--- config.mk ---
export PLATFORM = sky130hd
export DESIGN_NAME = cpwm_channel
export DESIGN_NICKNAME = d
export VERILOG_FILES = /design/src/cpwm_pkg.sv /design/src/cpwm_channel.sv /design/src/cpwm_duty_core.sv /design/src/cpwm_fault_guard.sv
export VERILOG_INCLUDE_DIRS = /design/src
export SDC_FILE = /design/constraint.sdc
export NUM_CORES = 1
export LEC_CHECK = 0
export ABC_AREA = 0
export BUFFER_PORTS_ARGS = -buffer_cell sky130_fd_sc_hd__buf_4
export CAP_MARGIN = 20
export CORE_MARGIN = 4
export CORE_UTILIZATION = 49
export CTS_BUF_LIST = sky130_fd_sc_hd__clkbuf_4
export DETAILED_ROUTE_END_ITERATION = 10
export GPL_TIMING_DRIVEN = 0
export MAX_ROUTING_LAYER = met4
export PLACE_DENSITY = 0.74
export REMOVE_ABC_BUFFERS = 1
export SYNTH_ARGS = -nofsm -noshare
export SYNTH_HDL_FRONTEND = slang
export SYNTH_SLANG_ARGS = --single-unit
--- constraint.sdc ---
create_clock -name pclk -period 5.63 [get_ports pclk]
set_input_delay 0.2815 -clock pclk [delete_from_list [all_inputs] [get_ports pclk]]
set_output_delay 0.2815 -clock pclk [all_outputs]
set_load 0.02 [all_outputs]
--- src/cpwm_defines.svh ---
// offsets, field positions, reset values and counts for the compare pwm channel
`ifndef CPWM_DEFINES_SVH
`define CPWM_DEFINES_SVH
`define CPWM_OFF_CTRL      12'h000
`define CPWM_OFF_DUTYBUF   12'h004
`define CPWM_OFF_DUTYACT   12'h008
`define CPWM_OFF_STATUS    12'h00C
`define CPWM_OFF_IRQ_STAT  12'h010
`define CPWM_OFF_IRQ_MASK  12'h014
`define CPWM_MODE_LSB      0
`define CPWM_MODE_MSB      2
`define CPWM_FLT_BIT       4
`define CPWM_SIDL_BIT      13
`define CPWM_MODE_PWM      3'h6
`define CPWM_MODE_PWM_FLT  3'h7
`define CPWM_MODE_OFF      3'h0
`define CPWM_DUTY_ZERO     16'h0000
`define CPWM_IRQ_TMR_BIT   0
`define CPWM_IRQ_CMP_BIT   1
`define CPWM_IRQ_W         2
`define CPWM_ADDR_W        12
`endif

--- src/cpwm_pkg.sv ---
// types shared by the compare pwm channel
package cpwm_pkg;
  typedef struct packed {
    logic [15:0] count;
    logic [15:0] period;
    logic        enabled;
    logic        stop_idle;
  } cpwm_timer_t;

  typedef struct packed {
    logic sleep;
    logic idle;
  } cpwm_power_t;

  typedef enum logic [1:0] {
    CPWM_ST_OFF,
    CPWM_ST_RUN,
    CPWM_ST_FAULT
  } cpwm_state_t;
endpackage : cpwm_pkg

--- src/cpwm_channel.sv ---
// compare channel in pwm mode with apb registers, power states and fault guard
// Behaviour
// RL1: duty buffer writable anytime; copied to active duty only at period match.
// RL2: active duty register is read-only while in pwm mode.
// RL3: zero active duty keeps the output low all period.
// RL4: active duty above period keeps the output high all period.
// RL5: duty equal to period gives low for exactly one count.
// RL6: in sleep the output holds its level and halts, resuming on wake.
// RL7: stop-in-idle bit 13 set makes idle behave like sleep.
// RL8: with bit clear, idle runs only if timer enabled and not idle-stopped.
// RL9: enabled fault inputs keep control of the pin in sleep and idle.
// RL10: mode 110 is pwm, mode 111 is pwm with fault protection.
// RL11: period value N gives N plus one counts per period.
// RL12: period match loads duty, drives high, raises timer flag; low at duty.
// RL13: fault low tristates pin, sets fault flag and compare flag until rearm; here the compare flag clears by write-one-to-clear, not rearm.
// RL14: duty copy happens on the same edge as the timer reset.
//
// Design decisions made here: the APB interface to the registers and the register offsets.
`include "cpwm_defines.svh"
module cpwm_channel
  import cpwm_pkg::*;
(
  input  wire logic        pclk,
  input  wire logic        presetn,
  input  wire logic        psel,
  input  wire logic        penable,
  input  wire logic        pwrite,
  input  wire logic [11:0] paddr,
  input  wire logic [31:0] pwdata,
  output logic [31:0]      prdata,
  output logic             pready,
  output logic             pslverr,
  input  wire cpwm_timer_t tmr,
  input  wire cpwm_power_t pwr,
  input  wire logic        fault_input_a,
  output logic             compare_output_pin,
  output logic             compare_output_oe_n,
  output logic             irq
);
  logic [15:0] ctrl_r;
  logic [15:0] duty_buffer_reg_r;
  logic [15:0] active_duty_reg;
  logic [`CPWM_IRQ_W-1:0] irq_stat_r;
  logic [`CPWM_IRQ_W-1:0] irq_mask_r;
  logic [`CPWM_IRQ_W-1:0] irq_set;
  logic [`CPWM_IRQ_W-1:0] irq_clr;
  logic [31:0] rdata_nxt;
  logic [2:0]  compare_mode_field;
  logic        stop_in_idle_bit;
  logic        fault_status_flag;
  logic        pwm_on;
  logic        flt_mode;
  logic        run;
  logic        level;
  logic        period_hit;
  logic        fault_rise;
  logic        wr_en;
  logic        rd_en;
  logic        mode_wr;
  logic        act_wr;
  logic        addr_ok;
  cpwm_state_t state_r;

  function automatic logic is_pwm(input logic [2:0] m);
    is_pwm = (m == `CPWM_MODE_PWM) || (m == `CPWM_MODE_PWM_FLT); // RL10
  endfunction : is_pwm

  assign compare_mode_field = ctrl_r[`CPWM_MODE_MSB:`CPWM_MODE_LSB];
  assign stop_in_idle_bit   = ctrl_r[`CPWM_SIDL_BIT];
  assign pwm_on             = is_pwm(compare_mode_field);
  assign flt_mode           = (compare_mode_field == `CPWM_MODE_PWM_FLT); // RL10

  // channel advances only when clocks run and idle rules allow
  always_comb begin
    run = !pwr.sleep; // RL6
    if (pwr.idle) begin
      if (stop_in_idle_bit) begin
        run = 1'b0; // RL7
      end else begin
        run = run && tmr.enabled && !tmr.stop_idle; // RL8
      end
    end
  end

  // apb decode, zero wait states
  assign wr_en   = psel && penable && pwrite;
  assign rd_en   = psel && !penable && !pwrite;
  assign mode_wr = wr_en && (paddr == `CPWM_OFF_CTRL);
  assign act_wr  = wr_en && (paddr == `CPWM_OFF_DUTYACT);

  always_comb begin
    addr_ok = 1'b1;
    if (paddr == `CPWM_OFF_CTRL) begin
      rdata_nxt = {16'h0000, ctrl_r[15:5], fault_status_flag, ctrl_r[3:0]};
    end else if (paddr == `CPWM_OFF_DUTYBUF) begin
      rdata_nxt = {16'h0000, duty_buffer_reg_r};
    end else if (paddr == `CPWM_OFF_DUTYACT) begin
      rdata_nxt = {16'h0000, active_duty_reg};
    end else if (paddr == `CPWM_OFF_STATUS) begin
      rdata_nxt = {29'h00000000, level, run, fault_status_flag};
    end else if (paddr == `CPWM_OFF_IRQ_STAT) begin
      rdata_nxt = {30'h00000000, irq_stat_r};
    end else if (paddr == `CPWM_OFF_IRQ_MASK) begin
      rdata_nxt = {30'h00000000, irq_mask_r};
    end else begin
      rdata_nxt = 32'h00000000;
      addr_ok   = 1'b0;
    end
  end

  always_ff @(posedge pclk or negedge presetn) begin
    if (!presetn) begin
      prdata  <= 32'h00000000;
      pready  <= 1'b0;
      pslverr <= 1'b0;
    end else begin
      pready  <= psel && !penable;
      pslverr <= psel && !penable && !addr_ok;
      if (rd_en) begin
        prdata <= rdata_nxt;
      end
    end
  end

  always_ff @(posedge pclk or negedge presetn) begin
    if (!presetn) begin
      ctrl_r <= 16'h0000;
    end else if (mode_wr) begin
      ctrl_r <= pwdata[15:0];
    end
  end

  always_ff @(posedge pclk or negedge presetn) begin
    if (!presetn) begin
      duty_buffer_reg_r <= 16'h0000;
    end else if (wr_en && paddr == `CPWM_OFF_DUTYBUF) begin
      duty_buffer_reg_r <= pwdata[15:0]; // RL1
    end
  end

  always_ff @(posedge pclk or negedge presetn) begin
    if (!presetn) begin
      irq_mask_r <= '0;
    end else if (wr_en && paddr == `CPWM_OFF_IRQ_MASK) begin
      irq_mask_r <= pwdata[`CPWM_IRQ_W-1:0];
    end
  end

  // sticky flags: set beats write-one-to-clear
  always_comb begin
    irq_set = '0;
    irq_set[`CPWM_IRQ_TMR_BIT] = period_hit; // RL12
    irq_set[`CPWM_IRQ_CMP_BIT] = fault_rise; // RL13
    irq_clr = (wr_en && paddr == `CPWM_OFF_IRQ_STAT) ? pwdata[`CPWM_IRQ_W-1:0] : '0;
  end

  always_ff @(posedge pclk or negedge presetn) begin
    if (!presetn) begin
      irq_stat_r <= '0;
    end else begin
      irq_stat_r <= (irq_stat_r & ~irq_clr) | irq_set;
    end
  end

  always_ff @(posedge pclk or negedge presetn) begin
    if (!presetn) begin
      irq <= 1'b0;
    end else begin
      irq <= |(((irq_stat_r & ~irq_clr) | irq_set) & irq_mask_r);
    end
  end

  cpwm_fault_guard u_guard (
    .pclk            (pclk),
    .presetn         (presetn),
    .fault_en        (flt_mode),
    .fault_n         (fault_input_a),
    .rearm           (mode_wr),
    .fault_latched_r (fault_status_flag),
    .fault_rise      (fault_rise)
  );

  cpwm_duty_core u_core (
    .pclk       (pclk),
    .presetn    (presetn),
    .run        (run),
    .pwm_on     (pwm_on),
    .tmr        (tmr),
    .duty_buf   (duty_buffer_reg_r),
    .act_wr     (act_wr),
    .act_wdata  (pwdata[15:0]),
    .duty_act_r (active_duty_reg),
    .level_r    (level),
    .period_hit (period_hit)
  );

  // channel state for pin drive
  always_ff @(posedge pclk or negedge presetn) begin
    if (!presetn) begin
      state_r <= CPWM_ST_OFF;
    end else begin
      case (state_r)
        CPWM_ST_OFF: begin
          if (pwm_on) begin
            state_r <= CPWM_ST_RUN;
          end
        end
        CPWM_ST_RUN: begin
          if (flt_mode && !fault_input_a) begin
            state_r <= CPWM_ST_FAULT; // RL13
          end else if (!pwm_on) begin
            state_r <= CPWM_ST_OFF;
          end
        end
        default: begin
          if (mode_wr && fault_input_a) begin
            state_r <= CPWM_ST_OFF; // RL13
          end
        end
      endcase
    end
  end

  // pin drive: oe_n high releases the pin while faulted
  always_ff @(posedge pclk or negedge presetn) begin
    if (!presetn) begin
      compare_output_pin  <= 1'b0;
      compare_output_oe_n <= 1'b0;
    end else begin
      compare_output_pin  <= level;
      compare_output_oe_n <= (flt_mode && !fault_input_a) || fault_status_flag
                             || (state_r == CPWM_ST_FAULT); // RL9 RL13
    end
  end
endmodule : cpwm_channel

--- src/cpwm_duty_core.sv ---
// duty double buffer and compare output generator
`include "cpwm_defines.svh"
module cpwm_duty_core
  import cpwm_pkg::*;
(
  input  wire logic        pclk,
  input  wire logic        presetn,
  input  wire logic        run,
  input  wire logic        pwm_on,
  input  wire cpwm_timer_t tmr,
  input  wire logic [15:0] duty_buf,
  input  wire logic        act_wr,
  input  wire logic [15:0] act_wdata,
  output logic [15:0]      duty_act_r,
  output logic             level_r,
  output logic             period_hit
);
  logic        lvl_nxt;
  logic [15:0] eff_duty;

  assign period_hit = run && pwm_on && (tmr.count == tmr.period); // RL11

  // new period uses the freshly loaded duty
  assign eff_duty = period_hit ? duty_buf : duty_act_r; // RL14

  always_ff @(posedge pclk or negedge presetn) begin
    if (!presetn) begin
      duty_act_r <= `CPWM_DUTY_ZERO;
    end else if (period_hit) begin
      duty_act_r <= duty_buf; // RL1
    end else if (act_wr && !pwm_on) begin
      duty_act_r <= act_wdata; // RL2
    end
  end

  // level for the count that follows this edge
  always_comb begin
    lvl_nxt = level_r;
    if (period_hit) begin
      lvl_nxt = (eff_duty != `CPWM_DUTY_ZERO); // RL3 RL12
    end else if (tmr.count + 16'h0001 == eff_duty) begin
      lvl_nxt = 1'b0; // RL5 RL12
    end
    if (eff_duty > tmr.period) begin
      lvl_nxt = 1'b1; // RL4
    end
    if (eff_duty == `CPWM_DUTY_ZERO) begin
      lvl_nxt = 1'b0; // RL3
    end
  end

  always_ff @(posedge pclk or negedge presetn) begin
    if (!presetn) begin
      level_r <= 1'b0;
    end else if (!pwm_on) begin
      level_r <= 1'b0;
    end else if (run) begin
      level_r <= lvl_nxt; // RL6
    end
  end
endmodule : cpwm_duty_core

--- src/cpwm_fault_guard.sv ---
// fault input qualifier: drives pin release and fault latch
`include "cpwm_defines.svh"
module cpwm_fault_guard
  import cpwm_pkg::*;
(
  input  wire logic pclk,
  input  wire logic presetn,
  input  wire logic fault_en,
  input  wire logic fault_n,
  input  wire logic rearm,
  output logic      fault_latched_r,
  output logic      fault_rise
);
  logic fault_nxt;

  // latch stays until the fault is gone and the mode is rewritten
  always_comb begin
    fault_nxt = fault_latched_r;
    if (fault_en && !fault_n) begin
      fault_nxt = 1'b1; // RL13
    end else if (rearm && fault_n) begin
      fault_nxt = 1'b0; // RL13
    end
  end

  assign fault_rise = fault_nxt && !fault_latched_r;

  // no clock gating here: the guard keeps working in sleep and idle
  always_ff @(posedge pclk or negedge presetn) begin
    if (!presetn) begin
      fault_latched_r <= 1'b0;
    end else begin
      fault_latched_r <= fault_nxt; // RL9
    end
  end
endmodule : cpwm_fault_guard

==> impl_summary.log <==
INFO  metric p_total = 1.11 mW
INFO  metric combined_area_of_the_multi_input_logic_cells = 0.00275 mm2
INFO  metric seq_area_frac_synth = 39.0%
INFO  metric arrival = 4340 ps
INFO  metric crit_buf_inv = 1
INFO  metric chipWidth = 108 um
INFO  metric final_common_cell = buf_4
INFO  metric cp_slowest_stage_delay = 430 ps
INFO  metric post_cts_repair_resize_count = 0
INFO  metric synth_ff_type = dfrtp_1
INFO  metric drive_above_1_share = 28.6%
INFO  metric pin_count_of_the_biggest_net_entering_global_routing = 77
INFO  metric post_synth.cell_area_avg = 9.67 um2
INFO  metric antenna_cells_inserted = 0
INFO  metric clk_root_buffer_cell = clkbuf_4
INFO  metric area_of_all_sequential_standard_cells = 0.00190 mm2
INFO  metric final_nets = 692
INFO  metric final_cell_mix = buf_4 (91), dfrtp_1 (76), nor2_1 (48)
INFO  metric drc = 0
INFO  metric numClockSinks = 76
INFO  metric postRouteWirelength = 12300 um
INFO  metric run_status = finished with violations
INFO  metric place.port_buffers = 90
INFO  metric max_cap_viol_count = 0
INFO  metric postSynthRegisterBits = 76
INFO  metric slew_violations = 0
INFO  metric post_cts.repair.setup_buffers = 0
INFO  metric detail_route.wl_per_cell = 16.9 um
INFO  metric initial_utilization = 50.2%
INFO  metric area_of_the_core = 0.00973 mm2
INFO  metric viasPerCell = 5.56
INFO  metric yosysWarnings = 0
INFO  metric routed_antenna_nets = 0
INFO  metric worst-endpoint-required = 5930 ps
INFO  metric synth_area_leader_cell = dfrtp_1
INFO  metric grt.overflow.total = 0
INFO  metric pre_cts_slack = 1600 ps
INFO  metric grt_antenna_before_repair = 0
INFO  metric grt_pass1_wl = 20000 um
INFO  metric critical_path.endpoint_type = flop
INFO  metric grt_usage = 22.4%
INFO  metric fin_crit = 4040 ps
INFO  metric clk-insertion-delay-late = 420 ps
INFO  metric drt-pass1-iter-count = 4
INFO  metric dr_total_vias = 4039
INFO  metric worst_path_max_delay_cell = dfrtp_1
INFO  metric synth_top_cells_by_area = dfrtp_1 (39%), mux2_2 (9.7%), mux2i_1 (4.5%), ha_1 (4.4%), xnor2_1 (4.3%)
INFO  metric placer_congestion = 0.847
INFO  metric die_area = 0.0116 mm2
INFO  metric critical_path.startpoint_type = flop
INFO  metric cts_made_buffers = 9
INFO  metric timing.max_slew.rel_slack = 35.1%
INFO  metric final-setup-viol-count = 0
INFO  metric finalHoldViolCount = 13
INFO  metric synth_cell_types = 50
INFO  metric rsz_0062_raised_after_global_routing = no
INFO  metric cts_hold_repair.buffers = 0
INFO  metric clk_pin_slew_worst_paths = 130 ps
INFO  metric setup_ws = 1590 ps
INFO  metric fin_hold_ws = -17.7 ps
INFO  metric netlist_area = 0.00488 mm2
INFO  metric crit_path_frequent_cell = o21a_1
INFO  metric place_hpwl = 9320 um
INFO  metric grt_pass1_vias = 4165
INFO  metric synth_async_sr_flop_share = 100%
INFO  metric filler_cell_count = 853
INFO  metric setup.worst_path.class = flop to flop
INFO  metric max_slew.worst_pin.slew = 973 ps
INFO  metric clock-skew-final = 19.3 ps
INFO  metric post_synth_edffs = 0
INFO  metric ir_drop = 182 uV
INFO  metric period_share = 71.8%
INFO  metric achievable-frequency = 247 MHz
INFO  metric max-clock-path-buffers = 2
INFO  metric area_growth_from_synthesis_to_layout = 19.8%
INFO  metric power_leakage = 2.87 nW
INFO  metric tritoncts = built
INFO  metric violations = negative hold slack
INFO  metric floorplan.rows = 36
INFO  metric worst-path-max-fanout = 46
INFO  metric holdCritPathClass = primary input to async pin
INFO  metric pin_count = 123
INFO  metric crit_chain = or3b_4 -> a2111oi_2 -> nand4_1 -> or2_2 -> buf_12 -> mux2_2 -> ha_1 -> nor2b_1 -> o21a_1 -> o21a_1 -> o21ai_0 -> a21oi_1 -> o32ai_1 -> nand2_1 -> nand3_1 -> a31oi_1
INFO  metric power-per-cell-area = 190 mW/mm2
INFO  metric die_h = 108 um
INFO  metric syn_inst = 505
INFO  metric htree_levels = 3
INFO  metric top_cell_type_s_share_of_synthesized_area = 39.0%
INFO  metric drt-initial-drc-count = 288
INFO  metric family_with_the_most_delay_on_the_worst_path = simple AND/OR/NAND/NOR gates
INFO  metric totalNegativeSetupSlack = 0 ps
==> power by group <==
group	switching [mW]	internal, mW
clock network	0.190	0.231
logic	0.0795	0.0618
registers	0.00217	0.549
==> worst register-to-register path: cells and delay by family, from the launching register on <==
kind / cells / cell delay (ps)
AOI/OAI and AO/OA: 7 / 1320
adders and majority gates: 1 / 300
buffers and inverters: 1 / 220
DFF: 1 / 430
muxes: 1 / 340
and+or+nand+nor: 6 / 1320
==> metal layers <==
layer	vias to the layer above	GRT usage, %	share of wire (%)
li1	1918	-	-
met1	1956	28.8	43
met2	145	37.3	49
met3	20	3.66	6.4
met4	0	5.14	1.7
met5	-	-	0
==> cells by family (layout without fill, tap and decap cells) <==
family / after synthesis / count (layout) / synth area share [%]
AOI/OAI and AO/OA: 97 / 97 / 12.3
xor gates and xnor gates: 47 / 47 / 8.43
adders and majority gates: 17 / 17 / 4.36
buffers and inverters: 60 / 134 / 6.28
DFF: 76 / 76 / 39.0
muxes: 69 / 69 / 15.7
other: 1 / 16 / 0.0768
and+or+nand+nor: 138 / 138 / 13.9
==> area by class of cell <==
type                            count  area share [%]
Clock buffer                       10            1.28
Tap cell                          133            2.85
Clock inverter                      6            1.93
Inverter                           22            1.41
Timing Repair Buffer               96            12.9
Sequential cell                    76            32.5
Multi-Input combinational cell    384            47.1
==> cell usage after synthesis, types with 3 or more instances <==
master,number
a22oi_1,13
mux2i_1,22
clkbuf_1,16
and4_1,3
xor2_1,23
mux2_4,5
or4_1,3
a22o_1,4
nor3_1,5
xnor2_1,24
nor4_1,7
ha_1,17
nand4_1,10
mux2_2,42
o21ai_0,18
nor2_1,48
dfrtp_1,76
a21o_1,3
nand2_1,32
a211oi_1,3
nand3_1,9
and3_1,5
a21oi_1,41
a31oi_1,3
nor2b_1,5
buf_4,16
inv_1,22
==> registers in the layout, indices dropped and copies added (netlist names), 2 cells and up <==
signal	flops
irq_stat_r	2
ctrl_r	15
irq_mask_r	2
state_r	2
u_core.duty_act_r	16
prdata	16
duty_buffer_reg_r	16
==> worst paths after layout <==
check | start | end | slack (ps) | depth (start not counted)
setup reg to reg | ctrl_r[13] | u_core.level_r | 1590 | 16
hold reg to reg | prdata[3] | prdata[3] | 500 | 2
min in group pclk | penable | pready | 30 | 2
hold / removal | presetn | compare_output_oe_n | -20 | 1
max in group asynchronous | presetn | prdata[6] | 5030 | 1
setup / recovery | ctrl_r[13] | u_core.level_r | 1590 | 16
==> per-stage QoR <==
stage,cell area (um2),util [%],std cells
final,5850,60.1,727
after CTS,5830,60.0,726
after floorplan,4710,-,482
after detailed placement,5650,58.0,710
after global placement,5560,57.1,705
after global routing,5850,60.1,727
No activity file was read; power rests on OpenSTA's default activity.
